`config.mk`:
```
export PLATFORM = sky130hd
export DESIGN_NAME = wdc_watchdog
export DESIGN_NICKNAME = d
export VERILOG_FILES = /design/src/design/wdc_pkg.sv /design/src/design/wdc_osc_sync.sv /design/src/design/wdc_watchdog.sv
export SDC_FILE = /design/constraint.sdc
export NUM_CORES = 1
export LEC_CHECK = 0
export ABC_AREA = 1
export BUFFER_PORTS_ARGS = -buffer_cell sky130_fd_sc_hd__buf_2
export CORE_MARGIN = 1.5
export CORE_UTILIZATION = 46
export DETAILED_ROUTE_END_ITERATION = 8
export PLACE_DENSITY = 0.76
export REMOVE_ABC_BUFFERS = 1
export SYNTH_ARGS = -nofsm -noshare
export SYNTH_HDL_FRONTEND = slang
export SYNTH_SLANG_ARGS = --single-unit
export TNS_END_PERCENT = 20
```
`constraint.sdc`:
```
create_clock -name ref_clk -period 3.1 [get_ports ref_clk]
set_input_delay 0.31 -clock ref_clk [delete_from_list [all_inputs] [get_ports ref_clk]]
set_output_delay 0.31 -clock ref_clk [all_outputs]
set_load 0.05 [all_outputs]
```
`src/design/wdc_pkg.sv`:
```
// ==========================================================
// shared constants and carriers for the watchdog control
// ==========================================================
package wdc_pkg;

  // ========================================================
  // clocks and timing
  // ========================================================
  localparam int unsigned CLK_HZ = 10_000_000; // ref_clk rate
  localparam int unsigned OSC_HZ = 128_000; // watchdog oscillator
  localparam logic [2:0] CE_WINDOW = 3'h4; // change window, clocks

  // ========================================================
  // register map
  // ========================================================
  localparam int ADDR_W = 4;
  localparam logic [ADDR_W-1:0] ADDR_CTRL = 4'h0;
  localparam logic [ADDR_W-1:0] ADDR_RSRC = 4'h1;

  // watchdog_control field positions
  localparam int BIT_IRQ_FLAG = 7;
  localparam int BIT_IRQ_EN = 6;
  localparam int BIT_SEL_MSB = 5;
  localparam int BIT_CE = 4;
  localparam int BIT_RST_EN = 3;
  localparam int BIT_SEL_LO = 2;
  // reset_source_register field position
  localparam int BIT_WRF = 3;

  // ========================================================
  // time-out selection
  // ========================================================
  localparam int CNT_W = 21;
  localparam logic [CNT_W-1:0] TIMEOUT_BASE = 21'h000800; // 2048
  localparam logic [3:0] SEL_MAX = 4'h9; // 1048576 cycles

  // ========================================================
  // types
  // ========================================================
  // action decode, gray along stopped-int-combined-reset
  typedef enum logic [1:0] {
    MODE_STOPPED = 2'b00,
    MODE_INT = 2'b01,
    MODE_COMBINED = 2'b11,
    MODE_RESET = 2'b10
  } wdc_mode_e;

  // register port from the core
  typedef struct packed {
    logic wr;
    logic rd;
    logic [ADDR_W-1:0] addr;
    logic [7:0] wdata;
  } wdc_bus_s;

  // core side events and levels
  typedef struct packed {
    logic gie; // global interrupt enable of cpu_status_register
    logic vector_taken; // watchdog vector executed, one cycle
    logic restart; // restart instruction executed, one cycle
  } wdc_cpu_s;

endpackage

```
`src/design/wdc_osc_sync.sv`:
```
`timescale 1ns/1ns
`default_nettype none
// ==========================================================
// oscillator pin synchroniser and rising edge tick
// ==========================================================
module wdc_osc_sync
(
  // clock and reset
  input wire logic ref_clk,
  input wire logic rstn,
  // pin side
  input wire logic async_in,
  // core side
  output var logic tick
);

  typedef struct packed {
    logic [2:0] sync;
    logic level;
    logic tick;
  } wdc_sync_s;

  wdc_sync_s st;
  wdc_sync_s next_st;

  // a change counts only once stages two and three agree
  always_comb
  begin
    next_st = st;
    next_st.sync = {st.sync[1:0], async_in};
    next_st.tick = 1'b0;
    if ((st.sync[1] == st.sync[2]) && (st.sync[2] != st.level))
    begin
      next_st.level = st.sync[2];
      next_st.tick = st.sync[2]; // rising edges only
    end
  end

  always_ff @(posedge ref_clk)
  begin
    if (!rstn)
      st <= '0;
    else
      st <= next_st;
  end

  assign tick = st.tick;

endmodule
`default_nettype wire

```
`src/design/wdc_watchdog.sv`:
```
// Behaviour
// software restarts the counter before shortening the time-out select
// flag bit 7 sets on time-out when interrupt operation is configured
// flag clears on vector execution or by writing one to it
// interrupt requested only when global and bit 6 enables both set
// enable set, reset enable clear: interrupt on every time-out
// combined mode: flag first; vector clears enable and flag, reset next
// software re-arms interrupt enable after each interrupt, not in handler
// fuse unprogrammed: reset/irq enables 00 stop,01 irq,10 reset,11 both
// fuse programmed: system reset on every time-out regardless of enables
// reset enable clear or select change only while change enable set
// change enable clears itself four clocks after being written one
// bit 3 reads set while reset flag set; cannot clear before it
// select msb at control bit 5, low three bits at bits 2..0
// select 0000 gives 2048 cycles, doubling to 1001; 1010+ reserved
// counts 128 kHz oscillator cycles; restart instruction zeroes it
// software writes change and reset enables, then settings within four
// fuse programmed holds reset enable at 1, interrupt enable at 0
// watchdog reset sets reset flag; power-on or zero write clears it
`timescale 1ns/1ns
`default_nettype none
module wdc_watchdog
(
  // clock and reset
  input wire logic ref_clk,
  input wire logic rstn,
  // register port
  input wire wdc_pkg::wdc_bus_s bus,
  output var logic [7:0] rd_data,
  // core events
  input wire wdc_pkg::wdc_cpu_s cpu,
  output var logic irq_req,
  output var logic sys_reset,
  // fuse and oscillator pins
  input wire logic always_on_fuse,
  input wire logic wdt_osc
);
  import wdc_pkg::*;

  // ========================================================
  // state
  // ========================================================
  typedef struct packed {
    logic irq_flag;
    logic irq_en;
    logic ce;
    logic rst_en;
    logic [3:0] sel;
    logic [2:0] ce_cnt;
    logic wrf;
    logic fuse_prog;
    logic [CNT_W-1:0] count;
    logic irq_req;
    logic sys_reset;
    logic [7:0] rd_data;
  } wdc_state_s;

  wdc_state_s st;
  wdc_state_s next_st;

  logic tick;
  logic ctrl_wr;
  logic rsrc_wr;
  logic rst_mode;
  logic int_mode;
  logic timeout;
  logic ce_arm;
  logic [3:0] sel_eff;
  logic [CNT_W-1:0] terminal;
  wdc_mode_e mode;

  // ========================================================
  // oscillator tick
  // ========================================================
  wdc_osc_sync u_osc_sync
  (
    .ref_clk(ref_clk),
    .rstn(rstn),
    .async_in(wdt_osc),
    .tick(tick)
  );

  // ========================================================
  // decode
  // ========================================================
  // register strobes
  assign ctrl_wr = bus.wr && (bus.addr == ADDR_CTRL);
  assign rsrc_wr = bus.wr && (bus.addr == ADDR_RSRC);
  // sequence opener needs both change and reset enable in one write
  assign ce_arm = ctrl_wr && bus.wdata[BIT_CE]
    && bus.wdata[BIT_RST_EN];

  // effective enables; the reset flag and the fuse override
  assign rst_mode = st.rst_en | st.wrf | st.fuse_prog;
  assign int_mode = st.irq_en & ~st.fuse_prog;

  // action decode
  always_comb
  begin
    case ({rst_mode, int_mode})
      2'b00: mode = MODE_STOPPED;
      2'b01: mode = MODE_INT;
      2'b10: mode = MODE_RESET;
      2'b11: mode = MODE_COMBINED;
      default: mode = MODE_STOPPED;
    endcase
  end

  // reserved codes fall back to the longest period
  assign sel_eff = (st.sel > SEL_MAX) ? SEL_MAX : st.sel;
  assign terminal = (TIMEOUT_BASE << sel_eff) - 21'h1;

  // >= so that a shorter select expires at once, hence restart first
  assign timeout = tick && (mode != MODE_STOPPED)
    && (st.count >= terminal);

  // ========================================================
  // next state
  // ========================================================
  always_comb
  begin
    next_st = st;
    next_st.fuse_prog = ~always_on_fuse; // fuse 0 means programmed
    next_st.sys_reset = 1'b0;

    // oscillator counter, zeroed by restart, time-out or stop
    if (cpu.restart || (mode == MODE_STOPPED) || timeout)
      next_st.count = '0;
    else if (tick)
      next_st.count = st.count + 21'h1;

    // change window runs down on every clock
    if (st.ce_cnt != 3'h0)
    begin
      next_st.ce_cnt = st.ce_cnt - 3'h1;
      if (st.ce_cnt == 3'h1)
        next_st.ce = 1'b0;
    end

    // control register write
    if (ctrl_wr)
    begin
      if (bus.wdata[BIT_IRQ_FLAG])
        next_st.irq_flag = 1'b0;
      next_st.irq_en = bus.wdata[BIT_IRQ_EN];
      // setting reset enable is always free, clearing is guarded
      if (bus.wdata[BIT_RST_EN] || (st.ce && !st.wrf))
        next_st.rst_en = bus.wdata[BIT_RST_EN];
      if (st.ce)
        next_st.sel = {bus.wdata[BIT_SEL_MSB],
          bus.wdata[BIT_SEL_LO:0]};
      // any write ends the window, an opener restarts it
      next_st.ce = ce_arm;
      next_st.ce_cnt = ce_arm ? CE_WINDOW : 3'h0;
    end

    // reset source write, zero clears the flag
    if (rsrc_wr && !bus.wdata[BIT_WRF])
      next_st.wrf = 1'b0;

    // vector execution
    if (cpu.vector_taken)
    begin
      next_st.irq_flag = 1'b0;
      if (rst_mode)
        next_st.irq_en = 1'b0;
    end

    // time-out action, placed last so a set beats any clear
    if (timeout)
    begin
      case (mode)
        MODE_INT: next_st.irq_flag = 1'b1;
        MODE_COMBINED:
        begin
          // a still pending interrupt means nobody answered
          if (st.irq_flag)
          begin
            next_st.sys_reset = 1'b1;
            next_st.wrf = 1'b1;
          end
          else
            next_st.irq_flag = 1'b1;
        end
        MODE_RESET:
        begin
          next_st.sys_reset = 1'b1;
          next_st.wrf = 1'b1;
        end
        default: next_st.sys_reset = 1'b0;
      endcase
    end

    // reset flag holds reset enable high
    if (next_st.wrf)
      next_st.rst_en = 1'b1;

    // fuse lock wins over any write
    if (st.fuse_prog)
    begin
      next_st.irq_en = 1'b0;
      next_st.rst_en = 1'b1;
    end

    // interrupt request to the core
    next_st.irq_req = st.irq_flag & int_mode & cpu.gie;

    // read data stands only in the cycle after the strobe
    next_st.rd_data = 8'h00;
    if (bus.rd)
    begin
      case (bus.addr)
        ADDR_CTRL:
        begin
          next_st.rd_data[BIT_IRQ_FLAG] = st.irq_flag;
          next_st.rd_data[BIT_IRQ_EN] = st.irq_en;
          next_st.rd_data[BIT_SEL_MSB] = st.sel[3];
          next_st.rd_data[BIT_CE] = st.ce;
          next_st.rd_data[BIT_RST_EN] = st.rst_en | st.wrf;
          next_st.rd_data[BIT_SEL_LO:0] = st.sel[2:0];
        end
        ADDR_RSRC: next_st.rd_data[BIT_WRF] = st.wrf;
        default: next_st.rd_data = 8'h00;
      endcase
    end
  end

  // ========================================================
  // registers
  // ========================================================
  // the fuse is sampled after release, reset loads constants only
  always_ff @(posedge ref_clk)
  begin
    if (!rstn)
      st <= '0;
    else
      st <= next_st;
  end

  assign rd_data = st.rd_data;
  assign irq_req = st.irq_req;
  assign sys_reset = st.sys_reset;
endmodule
`default_nettype wire

```
==> results.toml <==
[power]
ir_worst_vdd_mv = 0.378
power_density_nw_per_um2 = 454
p_leak_nw = 1.24

[floorplan]
initial_core_util_pct = 47.2
coreArea_um2 = 5470
row_count = 27
die_y_um = 78.0
die_area_um2 = 6080
io_pins = 31
die-width_um = 78.0

[worst_setup_path]
rrSetupSlack_ps = 530
r2r_start = "st[39]"
rr_endpoint = "st[23]"
crit_required_ps = 3340
max_stage_delay_ps = 360
slowest_stage = "dfxtp_1"
path_class = "reg -> reg"
crit_arrival_ps = 2810
worst_path_most_repeated_cell = "nor2_1"
crit_path_max_fanout = 21
path_buf_inv = 3
critPathCaptureType = "flip-flop"
start_kind = "flip-flop"
crit_family = "simple AND/OR/NAND/NOR gates"
crit_chain = "nor2_1 > inv_1 > nor2_1 > inv_1 > ha_1 > xor2_1 > inv_1 > ha_1 > nand2_1 > nor2_1 > nand3_1 > nand2_1 > nor2_1 > nand2_2 > nand2_2 > nand3_4 > nor2_1"
ff2ff_path_depth = 17

[synthesis]
muxShareOfSynthArea_pct = 0.387
synth_largest_area_cell = "dfxtp_1"
synth_compound_area_share_pct = 6.82
ys_ff_latch = 49
syn_area_per_cell_um2 = 7.36
async_reset_ff_share_pct = 0
yosys_most_used_dff = "dfxtp_1"
synth_area_leaders = "dfxtp_1, nor2_1, nand2_1"
yosysUniqueCellTypes = 31
synth.top_cells.by_count = "nor2_1, nand2_1, inv_1, dfxtp_1, nand3_1"
ys_seq_area_share_pct = 37.9
synth_top_area_share_pct = 37.9
synthAdderAreaFrac_pct = 7.26
ys_warn_count = 0
synthCells = 351
yosysMostFrequentCell = "nor2_1"
synth-simple-area-share_pct = 30.4
synth_xor_area_share_pct = 6.44
netlist_area_um2 = 2580
synth_edf_count = 0
synth_top_family_by_area = "simple AND/OR/NAND/NOR gates"

[placement]
place_ws_ps = 371
dp_hpwl_um = 3590
globalplace.congestion = 0.913
port-buffer-count = 30

[detailed_routing]
drc = 0
first_iter_violations = 111
ant_nets = 0
drtPass1Iterations = 4
viasPerCell = 4.68
drt_wl_total_um = 4660
via_count = 2106
wl_per_cell_um = 10.4

[cts]
cts_setup_buffers = 0
cts_buffers = 5
htreeDepth = 2
cts-root-buf = "clkbuf_8"
cts_tree = "yes"
clkSlewWorstSetupHoldPaths_ps = 90
cts.sinks = 49
clk_latency_ps = 310
cts_max_path_buffers = 2

[run]
maxCapViolations = 0

[finish]
diodes = 0
fin_nets = 413
layout-drive-gt1-share_pct = 15.9
area_growth_pct = 11.0
final_core_utilization_pct = 52.4

[hold_path]
holdPathStages = 2
hold_path_class = "in -> reg"
hp-start = "always_on_fuse"
min_delay_worst_endpoint = "st[31]"

[timing]
setup_ws_ps = 530
rsz0062_at_grt = "false"
max_freq_ghz = 0.389
clock_skew_ps = 12.4
fin_crit_sh_pct = 82.9
setup_violations = 0
finalHoldViolCount = 0
setup_tns_ps = 0
layout_min_cycle_time_ps = 2570
final_max_slew_viol_count = 0

[global_routing]
grt_max_degree = 22
grt_overflow = 0
grt_pass1_wl_um = 8070
track_usage_pct = 16.5
antenna_found_initial = 0
grt_pass1_vias = 1921

[status]
status = "finished clean"
worst reg2reg max path, delay by kind of cell, from the launching register on:
kind | cells | cell delay (ps)
buffers and inverters | 3 | 200
and+or+nand+nor | 11 | 1310
xor gates and xnor gates | 1 | 180
DFF | 1 | 360
adders and majority gates | 2 | 460
report_power, final:
| part | switching (W) | total [W] | internal (W) |
|---|---|---|---|
| logic | 0.0000917 | 0.000161 | 0.0000697 |
| registers | 0.0000109 | 0.000663 | 0.000652 |
| clock network | 0.000215 | 0.000478 | 0.000262 |
how the worst max path moves through the flow:
| stage | startpoint | to | slack (ps) | cells after the start |
|---|---|---|---|---|
| floorplan | st[39] | st[26] | 750 | 16 |
| global placement | st[39] | st[13] | 480 | 17 |
| detailed placement | st[39] | st[20] | 370 | 17 |
| CTS | st[39] | st[13] | 340 | 17 |
| global route | st[39] | st[23] | 200 | 17 |
| finish | st[39] | st[23] | 530 | 17 |
stage by stage:
stage / power (W) / std cells / instance area [um2] / hold slack [ps]
floorplan: 0.000798 / 340 / 2500 / 382
global placement: 0.000834 / 442 / 2740 / 394
detailed placement: 0.000839 / 442 / 2740 / 408
CTS: 0.00132 / 450 / 2860 / 140
global route: 0.00138 / 450 / 2870 / 150
finish: 0.00130 / 450 / 2870 / 152
flip-flops by register name (all words and copies together), names as in the netlist:
register	cells
rd_data	8
st	34
u_osc_sync.st	2
u_osc_sync.tick	1
irq_req	1
sys_reset	1
u_osc_sync.next_st	2
routing by layer:
layer  share of wire (%)  GRT usage [%]  vias up
met2                  47           27.3       33
met4                 2.0           6.43        0
met5                   0              0        -
li1                    -              -     1136
met1                  48           20.9      928
met3                 3.2           3.53        9
placed cells by master (no fill, tap or decap), types with 3 or more instances in the layout:
cell type   n
xnor2_1     7
nor3_1      3
nand3_1    18
ha_1       15
nand4_1     4
nor2_1     64
inv_1      51
nor2_2      7
nor2_4      4
dfxtp_1    49
nand2_1    57
nand2_2     8
xor2_1     12
clkbuf_8    6
a21oi_1    12
buf_2      30
o21ai_0    13
layout make-up:
type	instances	area, um2
Inverter	51	191
Tap cell	72	90.1
Clock inverter	2	37.5
Sequential cell	49	981
Multi-Input combinational cell	240	1340
Fill cell	556	2600
Timing Repair Buffer	30	150
Clock buffer	6	82.6
logic make-up after synthesis:
group,Yosys count
adder cells (fa/ha/maj),15
AO/OA/AOI/OAI,32
multiplexers,1
AND/OR/NAND/NOR,172
buffers and inverters,62
XOR/XNOR,19
other,1
flip-flops,49
repair_timing:
action	CTS	global route
endpoints found under the setup margin	0	1
gates resized for setup	0	1
hold buffers	0	0
Power figures use the tool's default switching activity.
